### src/verilog/eqt_defs.svh
`ifndef EQT_DEFS_SVH
`define EQT_DEFS_SVH

// register addresses on the serial port
`define EQT_ADDR_LAUNCH   7'h02
`define EQT_ADDR_CABLE    7'h03
`define EQT_ADDR_REV      7'h04

// launch amplitude register layout
`define EQT_LAUNCH_RST    5'h00
`define EQT_COARSE_BIT    4
`define EQT_FINE_MSB      3
`define EQT_WDATA_TOP_MSB 7
`define EQT_WDATA_TOP_LSB 3
`define EQT_RSVD_LOW      3'h0
`define EQT_UNMAPPED_DATA 8'h00

// serial frame bit counts
`define EQT_CNT_ZERO      5'h00
`define EQT_CNT_ONE       5'h01
`define EQT_CMD_LAST      5'h07
`define EQT_FRAME_LAST    5'h0F
`define EQT_CNT_FIRST_DAT 5'h08

// pin synchroniser width
`define EQT_SYNC_W        15

`endif

### src/verilog/eqt_pkg.sv
package eqt_pkg;
  // serial frame phase
  typedef enum logic [1:0] {
    EQT_PH_ADDR,
    EQT_PH_WDATA,
    EQT_PH_RDATA,
    EQT_PH_DONE
  } eqt_phase_t;
endpackage

### src/verilog/eqt_bus_if.sv
`timescale 1ns/1ps
// register access strobes between the serial shifter and the register bank
interface eqt_bus_if;
  logic       wr_stb;
  logic       rd_stb;
  logic [6:0] addr;
  logic [7:0] wdata;
  logic [7:0] rdata;
  modport shifter (output wr_stb, output rd_stb, output addr, output wdata, input rdata);
  modport bank    (input wr_stb, input rd_stb, input addr, input wdata, output rdata);
endinterface

### src/verilog/eqt_tuning_bank.sv
`timescale 1ns/1ps
`include "eqt_defs.svh"
// How it works
// the coarse launch bit resets to 0 for a full launch, and writing 1 selects the attenuated input setting.
// the four-bit fine launch field resets to 0000 and its code is handed to the gain stage as written.
// the host writes zeros into the three low reserved bits of the launch register.
// the cable length register is read-only, with the length in bits 7:3 and zeros below.
// the bypass pin routes the signal around the adaptive stage while high.
// in pin mode the auto-sleep pin, when high, powers the device down whenever no signal is present.
// the no-carrier output goes high with no input, so tying it to the mute pin mutes the output.
// a mute reference level mutes the output once signal degradation reaches it.
// a write frame is a 0, seven address bits and eight data bits on rising edges, output left undriven.
// a read frame is a 1 and seven address bits, then eight data bits shift out from the 8th falling edge.
// the serial-mode pin high enables register access, low leaves control to the pins alone.
// the revision register always returns the fixed code and ignores writes.
module eqt_tuning_bank #(
  parameter logic [7:0] REV_CODE = 8'h5A        // arbitrary value
) (
  input  wire logic       MCLK_IN,              // 40 MHz clock
  input  wire logic       RST_N_IN,             // async reset, active low
  input  wire logic       SPI_MODE_IN,          // serial-mode select pin
  input  wire logic       SCK_IN,               // serial clock pin
  input  wire logic       SS_N_IN,              // select pin, active low
  input  wire logic       MOSI_IN,              // serial data in
  output logic            MISO_OUT,             // serial data out
  output logic            MISO_OE_OUT,          // high while MISO is driven
  input  wire logic       BYPASS_IN,            // bypass pin
  input  wire logic       AUTO_SLEEP_IN,        // auto-sleep select pin
  input  wire logic       MUTE_IN,              // output mute pin
  input  wire logic       SIGNAL_PRESENT_IN,    // input detector level
  input  wire logic [4:0] CABLE_LEN_IN,         // measured cable length
  input  wire logic [4:0] DEGRADE_IN,           // measured signal degradation
  input  wire logic [4:0] MUTE_REF_IN,          // mute reference, zero disables
  output logic            NO_CARRIER_OUT,       // high while no input signal
  output logic            EQ_BYPASS_OUT,        // route around equaliser
  output logic            POWER_DOWN_OUT,       // power the device down
  output logic            OUT_MUTE_OUT,         // mute the output driver
  output logic            COARSE_LAUNCH_OUT,    // attenuated launch setting
  output logic [3:0]      FINE_LAUNCH_OUT       // fine gain code
);
  logic [`EQT_SYNC_W-1:0] pin_s1;
  logic [`EQT_SYNC_W-1:0] pin_s2;
  logic [4:0]             launch;

  eqt_bus_if bus ();

  // every pin passes two flops; pin_s1 feeds pin_s2 only
  always_ff @(posedge MCLK_IN or negedge RST_N_IN) begin
    if (!RST_N_IN) begin
      pin_s1 <= '0;
      pin_s2 <= '0;
    end else begin
      pin_s1 <= {DEGRADE_IN, CABLE_LEN_IN, SPI_MODE_IN, SIGNAL_PRESENT_IN,
                 MUTE_IN, AUTO_SLEEP_IN, BYPASS_IN};
      pin_s2 <= pin_s1;
    end
  end

  // synchronised pin levels
  wire       bypass_s   = pin_s2[0];
  wire       sleep_s    = pin_s2[1];
  wire       mute_s     = pin_s2[2];
  wire       signal_s   = pin_s2[3];
  wire       spi_mode_s = pin_s2[4];
  wire [4:0] cable_s    = pin_s2[9:5];
  wire [4:0] degrade_s  = pin_s2[14:10];

  eqt_spi_shift u_shift (
    .clk     (MCLK_IN),
    .rst_n   (RST_N_IN),
    .sck     (SCK_IN),
    .ss_n    (SS_N_IN),
    .mosi    (MOSI_IN),
    .enable  (spi_mode_s),                     // pin mode blocks all access
    .miso    (MISO_OUT),
    .miso_oe (MISO_OE_OUT),
    .bus     (bus.shifter)
  );

  // the mute reference pins pass two flops like every other pin
  logic [4:0]  mute_ref_s1;
  logic [4:0]  mute_ref_s2;
  always_ff @(posedge MCLK_IN or negedge RST_N_IN) begin
    if (!RST_N_IN) begin
      mute_ref_s1 <= 5'h00;
      mute_ref_s2 <= 5'h00;
    end else begin
      mute_ref_s1 <= MUTE_REF_IN;
      mute_ref_s2 <= mute_ref_s1;
    end
  end

  // multi-bit levels are taken only after two equal samples in a row, so a word
  // caught half-changed never reaches the read mux or the mute compare
  logic [14:0] word_last;
  logic [14:0] word_held;
  wire  [14:0] word_now   = {mute_ref_s2, degrade_s, cable_s};
  wire         word_match = word_now == word_last;
  always_ff @(posedge MCLK_IN or negedge RST_N_IN) begin
    if (!RST_N_IN) begin
      word_last <= '0;
      word_held <= '0;
    end else begin
      word_last <= word_now;
      if (word_match) begin
        word_held <= word_now;
      end
    end
  end
  wire  [4:0]  cable_h    = word_held[4:0];
  wire  [4:0]  degrade_h  = word_held[9:5];
  wire  [4:0]  mute_ref_h = word_held[14:10];

  // register decode on the address the shifter presents
  wire hit_launch = bus.addr == `EQT_ADDR_LAUNCH;
  wire hit_cable  = bus.addr == `EQT_ADDR_CABLE;
  wire hit_rev    = bus.addr == `EQT_ADDR_REV;
  wire launch_we  = bus.wr_stb & hit_launch;   // revision address has no write path

  // read mux; reserved low bits read zero whatever the host wrote
  assign bus.rdata = hit_launch ? {launch, `EQT_RSVD_LOW} :
                     hit_cable  ? {cable_h, `EQT_RSVD_LOW} :
                     hit_rev    ? REV_CODE :
                                  `EQT_UNMAPPED_DATA;

  // launch register; only bits 7:3 are stored
  always_ff @(posedge MCLK_IN or negedge RST_N_IN) begin
    if (!RST_N_IN) begin
      launch <= `EQT_LAUNCH_RST;
    end else if (launch_we) begin
      launch <= bus.wdata[`EQT_WDATA_TOP_MSB:`EQT_WDATA_TOP_LSB];
    end
  end

  // degradation threshold on the settled words; a zero reference turns it off
  wire degrade_mute = (mute_ref_h != 5'h00) && (degrade_h >= mute_ref_h);

  // control outputs; in pin mode the launch stage stays at nominal
  wire next_power_down = sleep_s & ~signal_s & ~spi_mode_s;
  wire next_mute       = mute_s | degrade_mute;
  wire next_coarse     = spi_mode_s & launch[`EQT_COARSE_BIT];
  wire [3:0] next_fine = spi_mode_s ? launch[`EQT_FINE_MSB:0] : 4'h0;

  always_ff @(posedge MCLK_IN or negedge RST_N_IN) begin
    if (!RST_N_IN) begin
      NO_CARRIER_OUT    <= 1'b1;
      EQ_BYPASS_OUT     <= 1'b0;
      POWER_DOWN_OUT    <= 1'b0;
      OUT_MUTE_OUT      <= 1'b0;
      COARSE_LAUNCH_OUT <= 1'b0;
      FINE_LAUNCH_OUT   <= 4'h0;
    end else begin
      NO_CARRIER_OUT    <= ~signal_s;
      EQ_BYPASS_OUT     <= bypass_s;
      POWER_DOWN_OUT    <= next_power_down;
      OUT_MUTE_OUT      <= next_mute;
      COARSE_LAUNCH_OUT <= next_coarse;
      FINE_LAUNCH_OUT   <= next_fine;
    end
  end

  // a launch write reaches the coarse output two cycles later in serial mode
  coarse_write_a: assert property (@(posedge MCLK_IN) disable iff (!RST_N_IN)
    (launch_we && spi_mode_s) ##1 spi_mode_s |=> COARSE_LAUNCH_OUT == $past(bus.wdata[7], 2))
    else $error("coarse launch output does not follow write");

  // fine code follows the write the same way
  fine_write_a: assert property (@(posedge MCLK_IN) disable iff (!RST_N_IN)
    (launch_we && spi_mode_s) ##1 spi_mode_s |=> FINE_LAUNCH_OUT == $past(bus.wdata[6:3], 2))
    else $error("fine launch output does not follow write");

  // cable length reads with zero low bits
  cable_read_a: assert property (@(posedge MCLK_IN) disable iff (!RST_N_IN)
    (bus.rd_stb && hit_cable) |-> bus.rdata == {cable_h, 3'h0})
    else $error("cable length read wrong");

  // bypass output tracks the pin through three flops
  bypass_path_a: assert property (@(posedge MCLK_IN) disable iff (!RST_N_IN)
    $rose(BYPASS_IN) ##1 BYPASS_IN [*3] |-> EQ_BYPASS_OUT)
    else $error("bypass output late");

  // auto sleep powers down only without signal in pin mode
  sleep_power_a: assert property (@(posedge MCLK_IN) disable iff (!RST_N_IN)
    POWER_DOWN_OUT |-> $past(sleep_s) && !$past(signal_s) && !$past(spi_mode_s))
    else $error("power down without cause");

  // no carrier mutes when the two pins are joined
  carrier_mute_a: assert property (@(posedge MCLK_IN) disable iff (!RST_N_IN)
    mute_s |=> OUT_MUTE_OUT)
    else $error("mute pin ignored");

  // degradation at the reference mutes the output
  degrade_mute_a: assert property (@(posedge MCLK_IN) disable iff (!RST_N_IN)
    degrade_mute |=> OUT_MUTE_OUT)
    else $error("degradation mute missing");

  // revision reads the fixed code
  rev_read_a: assert property (@(posedge MCLK_IN) disable iff (!RST_N_IN)
    (bus.rd_stb && hit_rev) |-> bus.rdata == REV_CODE)
    else $error("revision read wrong");

  // pin mode keeps the launch stage nominal
  pin_mode_a: assert property (@(posedge MCLK_IN) disable iff (!RST_N_IN)
    !spi_mode_s |=> !COARSE_LAUNCH_OUT && FINE_LAUNCH_OUT == 4'h0)
    else $error("launch setting active in pin mode");

  // a write to a read-only or unmapped address leaves the launch register alone
  ro_write_a: assert property (@(posedge MCLK_IN) disable iff (!RST_N_IN)
    (bus.wr_stb && !hit_launch) |=> $stable(launch))
    else $error("read-only write changed the launch register");

  // a present signal clears the no-carrier output
  carrier_clear_a: assert property (@(posedge MCLK_IN) disable iff (!RST_N_IN)
    signal_s |=> !NO_CARRIER_OUT)
    else $error("no-carrier output high with signal present");

  // no power down without auto sleep, with signal present, or in serial mode
  sleep_off_a: assert property (@(posedge MCLK_IN) disable iff (!RST_N_IN)
    (!sleep_s || signal_s || spi_mode_s) |=> !POWER_DOWN_OUT)
    else $error("power down without cause");

  // no mute without the mute pin or degradation at or past the reference
  mute_off_a: assert property (@(posedge MCLK_IN) disable iff (!RST_N_IN)
    (!mute_s && !degrade_mute) |=> !OUT_MUTE_OUT)
    else $error("output muted without cause");
endmodule

### src/verilog/eqt_spi_shift.sv
`timescale 1ns/1ps
`include "eqt_defs.svh"
module eqt_spi_shift (
  input  wire logic    clk,       // system clock
  input  wire logic    rst_n,     // async reset, active low
  input  wire logic    sck,       // serial clock pin, raw
  input  wire logic    ss_n,      // select pin, raw, active low
  input  wire logic    mosi,      // serial data in, raw
  input  wire logic    enable,    // serial mode, already synchronised
  output logic         miso,      // serial data out
  output logic         miso_oe,   // high while miso is driven
  eqt_bus_if.shifter   bus        // register strobes
);
  logic [2:0]          sync1;
  logic [2:0]          sync2;
  logic                sck_d;
  logic [14:0]         shin;
  logic [4:0]          cnt;
  logic [7:0]          shout;
  eqt_pkg::eqt_phase_t phase;

  // two-flop synchronisers; only sync2 is looked at by logic
  always_ff @(posedge clk or negedge rst_n) begin
    if (!rst_n) begin
      // reset to the idle pins (select high, clock low) so no false edge follows
      sync1 <= 3'h2;
      sync2 <= 3'h2;
      sck_d <= 1'b0;
    end else begin
      sync1 <= {mosi, ss_n, sck};
      sync2 <= sync1;
      sck_d <= sync2[0];
    end
  end

  // edge and frame decode
  wire       sck_rise = sync2[0] & ~sck_d;
  wire       sck_fall = ~sync2[0] & sck_d;
  wire       mosi_s   = sync2[2];
  wire       sel      = ~sync2[1] & enable;
  wire [7:0] first8   = {shin[6:0], mosi_s};
  wire       at_cmd   = sel & sck_rise & (phase == eqt_pkg::EQT_PH_ADDR) & (cnt == `EQT_CMD_LAST);
  wire       at_end   = sel & sck_rise & (phase == eqt_pkg::EQT_PH_WDATA)
                        & (cnt == `EQT_FRAME_LAST);

  assign bus.rd_stb = at_cmd & first8[7];
  assign bus.wr_stb = at_end;
  assign bus.addr   = at_cmd ? first8[6:0] : shin[13:7];
  assign bus.wdata  = first8;

  // frame engine: bits in on rising sck, read data out on falling sck
  always_ff @(posedge clk or negedge rst_n) begin
    if (!rst_n) begin
      phase   <= eqt_pkg::EQT_PH_ADDR;
      cnt     <= `EQT_CNT_ZERO;
      shin    <= 15'h0000;
      shout   <= 8'h00;
      miso    <= 1'b0;
      miso_oe <= 1'b0;
    end else if (!sel) begin
      phase   <= eqt_pkg::EQT_PH_ADDR;
      cnt     <= `EQT_CNT_ZERO;
      miso_oe <= 1'b0;                             // released outside a frame
    end else begin
      if (sck_rise && phase != eqt_pkg::EQT_PH_DONE) begin
        shin <= {shin[13:0], mosi_s};
        cnt  <= 5'(cnt + `EQT_CNT_ONE);
      end
      if (bus.rd_stb) begin
        shout <= bus.rdata;                        // fetch right after 8th rise
      end
      unique case (phase)
        eqt_pkg::EQT_PH_ADDR: begin
          if (at_cmd) begin
            phase <= first8[7] ? eqt_pkg::EQT_PH_RDATA : eqt_pkg::EQT_PH_WDATA;
          end
        end
        eqt_pkg::EQT_PH_WDATA: begin
          if (at_end) begin
            phase <= eqt_pkg::EQT_PH_DONE;         // extra clocks ignored
          end
        end
        eqt_pkg::EQT_PH_RDATA: begin
          if (sck_fall && cnt >= `EQT_CNT_FIRST_DAT) begin
            miso_oe <= 1'b1;                       // drive from 8th falling edge
            miso    <= shout[7];
            shout   <= {shout[6:0], 1'b0};
          end
        end
        eqt_pkg::EQT_PH_DONE: begin
        end
      endcase
    end
  end

  // a write frame never turns the data output on
  wr_quiet_a: assert property (@(posedge clk) disable iff (!rst_n)
    (phase == eqt_pkg::EQT_PH_WDATA) |-> !miso_oe)
    else $error("data output driven during write frame");

  // the fetch lands in the output shifter while the data line is still off
  rd_cmd_a: assert property (@(posedge clk) disable iff (!rst_n)
    bus.rd_stb |=> (shout == $past(bus.rdata)) && !miso_oe)
    else $error("read fetch lost or output driven early");

  // deselect releases the output within a cycle
  sel_release_a: assert property (@(posedge clk) disable iff (!rst_n)
    !sel |=> !miso_oe)
    else $error("data output kept driven after deselect");
endmodule

### config.mk
export PLATFORM = sky130hd
export DESIGN_NAME = eqt_tuning_bank
export DESIGN_NICKNAME = d
export VERILOG_FILES = /design/src/verilog/eqt_pkg.sv /design/src/verilog/eqt_bus_if.sv /design/src/verilog/eqt_tuning_bank.sv /design/src/verilog/eqt_spi_shift.sv
export VERILOG_INCLUDE_DIRS = /design/src /design/src/verilog
export SDC_FILE = /design/constraint.sdc
export NUM_CORES = 1
export LEC_CHECK = 0
export BUFFER_PORTS_ARGS = -buffer_cell sky130_fd_sc_hd__buf_2
export CAP_MARGIN = 20
export CORE_AREA = 8 8 142 78
export DETAILED_ROUTE_END_ITERATION = 10
export DIE_AREA = 0 0 150 86
export PLACE_DENSITY = 0.68
export SYNTH_ARGS = -nofsm -noshare
export SYNTH_HDL_FRONTEND = slang
export SYNTH_SLANG_ARGS = --single-unit
export TNS_END_PERCENT = 30
### constraint.sdc
create_clock -name MCLK_IN -period 6.1 [get_ports MCLK_IN]
set_input_delay 1.525 -clock MCLK_IN [delete_from_list [all_inputs] [get_ports MCLK_IN]]
set_output_delay 1.525 -clock MCLK_IN [all_outputs]
set_load 0.02 [all_outputs]
==> impl_metrics.env <==
export IMPL_status="completed"
export IMPL_slew_headroom_pct=31.0
export IMPL_min_period_over_period_pct=48.8
export IMPL_seqCellArea_um2=3060
export IMPL_reg2reg_from="pin_s2[4]"
export IMPL_hold_viol=0
export IMPL_synth_top_cell_by_area="dfrtp_1"
export IMPL_grt_pass1_wl_mm=13.2
export IMPL_post_place_ws_ns=3.18
export IMPL_worst_slack_ns=3.13
export IMPL_cp_startpoint="pin_s2[4]"
export IMPL_clockBufferDepth=2
export IMPL_ys_ff_latch=122
export IMPL_detail_route_vias_per_cell=5.03
export IMPL_num_rows=25
export IMPL_postCtsResizedCells=0
export IMPL_antenna_found_initial=0
export IMPL_syn_nets=335
export IMPL_max_freq_ghz=0.336
export IMPL_numClockSinks=122
export IMPL_clock_latency_ns=0.41
export IMPL_grt_pass1_vias=2459
export IMPL_synth_cell_type_count=40
export IMPL_crit_top_cell="mux2_4"
export IMPL_crit_family="simple AND/OR/NAND/NOR gates"
export IMPL_clkSlewWorstSetupHoldPaths_ns=0.05
export IMPL_ys_seq_area_share_pct=69.2
export IMPL_synth_edf_count=0
export IMPL_drtAntennaViolNets=0
export IMPL_holdCritStartpoint="mute_ref_s1[3]"
export IMPL_n_antenna_cell=0
export IMPL_die_x_um=150
export IMPL_areaGrowthSynthToFinish_pct=22.4
export IMPL_route_vias_total=2456
export IMPL_worstSetupPathType="flip-flop to flip-flop"
export IMPL_worst_pin_slew_ns=1.03
export IMPL_totalNegativeSetupSlack_ns=0
export IMPL_slowest_delay_ns=0.91
export IMPL_crit_slowest_cell="nor4_2"
export IMPL_die_height_um=86
export IMPL_arrival_ns=3.27
export IMPL_setup_violations=0
export IMPL_rsz0062_at_grt="false"
export IMPL_cp_cell_sequence="nand4bb_1, nor4_2, mux2_4, nor4b_4, mux2_4"
export IMPL_final_max_slew_violation_count=0
export IMPL_p_per_area_nw_per_um2=373
export IMPL_min_path_type="flip-flop to flip-flop"
export IMPL_cts_buffers=17
export IMPL_required_ns=6.39
export IMPL_wl_per_cell_um=16.3
export IMPL_cts_hold_buffers_added=0
export IMPL_avgSynthCellArea_um2=14.6
export IMPL_hpwlAfterDp_mm=5.25
export IMPL_critPathCaptureType="flip-flop"
export IMPL_synth_async_reset_ratio_pct=100
export IMPL_cap_violations=0
export IMPL_synthTopCellsByCount="dfrtp_1, mux2_2, inv_1, nand2_1, xnor2_1"
export IMPL_leakagePower_nw=2.53
export IMPL_dieArea_um2=12900
export IMPL_start_util_pct=48.7
export IMPL_ys_flop_type="dfrtp_1"
export IMPL_fin_skew_ns=0.00645
export IMPL_firstDrtPassIters=4
export IMPL_finalCriticalPeriod_ns=2.97
export IMPL_yosys_warnings=0
export IMPL_setup_worst_path_start_class="flip-flop"
export IMPL_htree_levels=4
export IMPL_core_region_area_um2=9070
export IMPL_track_usage_pct=13.7
export IMPL_vdd_drop_max_v=0.000214
export IMPL_portBuffers=35
export IMPL_multiInputGateArea_um2=1280
export IMPL_nets=387
export IMPL_dr_first_iter_drc_count=195
export IMPL_nFillCells=710
export IMPL_cts_tree="yes"
export IMPL_cp_max_fo=11
export IMPL_netlist_instances=302
export IMPL_cts_setup_buffers=0
export IMPL_yosys_top_cells_area="dfrtp_1, mux2_2, xnor2_1, ha_1, mux2_4"
export IMPL_grt_max_degree=91
export IMPL_drive_gt1_share_pct=29.2
export IMPL_path_buf_inv=0
export IMPL_post_synth_top_count_cell="dfrtp_1"
export IMPL_io_pins=36
export IMPL_grt_overflow_total=0
export IMPL_gp_congestion=0.778
export IMPL_cts_root_buf="clkbuf_16"
export IMPL_synth_area_um2=4420
export IMPL_yosysTopAreaCellShare_pct=67.4
export IMPL_drc=0
export IMPL_wl_mm=7.95
-- through the flow --
step	utilization, %	std cells	instance area, um^2	total power, mW	hold WS (ns)
after floorplan	-	302	4420	0.936	0.331
after global placement	52.3	454	4750	0.976	0.333
after detailed placement	52.3	454	4750	0.980	0.336
after CTS	59.2	486	5370	2.04	0.346
after global routing	59.6	488	5410	2.10	0.353
final	59.6	488	5410	2.02	0.344
-- flip-flops by register name (all words and copies together), names as in the netlist, 5 cells and up --
register,flops
pin_s1,15
pin_s2,15
word_held,15
word_last,15
u_shift.shin,14
u_shift.shout,8
launch,5
mute_ref_s1,5
mute_ref_s2,5
u_shift.cnt,5
-- logic make-up (layout without fill, tap and decap cells) --
logic type / Yosys count / count (layout) / synth area share (%)
flip-flops: 122 / 122 / 69.2
buffers and inverters: 23 / 88 / 1.95
adder cells (fa/ha/maj): 8 / 8 / 2.27
XOR/XNOR: 19 / 19 / 3.77
AND/OR/NAND/NOR: 65 / 65 / 9.32
multiplexers: 31 / 31 / 8.41
AO/OA/AOI/OAI: 34 / 34 / 5.10
-- final timing paths --
kind | to | slack (ns) | cells past startpoint
max in group asynchronous | u_shift.sync1[1] | 4.03 | 3
setup / recovery | launch[4] | 3.13 | 5
min in group asynchronous | pin_s1[14] | 0.98 | 1
setup reg to reg | launch[4] | 3.13 | 5
hold / removal | mute_ref_s2[3] | 0.34 | 0
hold reg to reg | mute_ref_s2[3] | 0.34 | 0
-- cell type report --
cell class | instances | share of cell area, %
sequential | 122 | 56.5
timing repair buffer | 39 | 4.17
inverter | 17 | 1.18
tap | 121 | 2.80
multi-input combinational | 157 | 23.7
clock inverter | 11 | 3.10
clock buffer | 21 | 8.52
-- power breakdown --
| group | switching [mW] | leakage (nW) | internal [mW] |
|---|---|---|---|
| Clock | 0.346 | 0.303 | 0.704 |
| Sequential | 0.0301 | 1.54 | 0.846 |
| Combinational | 0.0456 | 0.680 | 0.0452 |
| Total | 0.422 | 2.53 | 1.60 |
-- cell usage in the layout (no fill, tap or decap), drive strengths merged, types with 5 or more instances in the layout --
cell type	n
dfrtp	119
buf	38
mux2	31
clkbuf	22
inv	18
nand2	17
xnor2	17
o21ai	11
nor2	9
ha	8
and2	6
a21oi	6
a221oi	5
-- routing by layer --
metal / track usage (%) / wire [um] / vias up
met5: 0 / 0 / -
met4: 5.68 / 42 / 0
met3: 6.36 / 542 / 6
met2: 15.9 / 3150 / 63
met1: 20.4 / 4220 / 1235
li1: - / - / 1152
(Power assumes the default switching activity.)
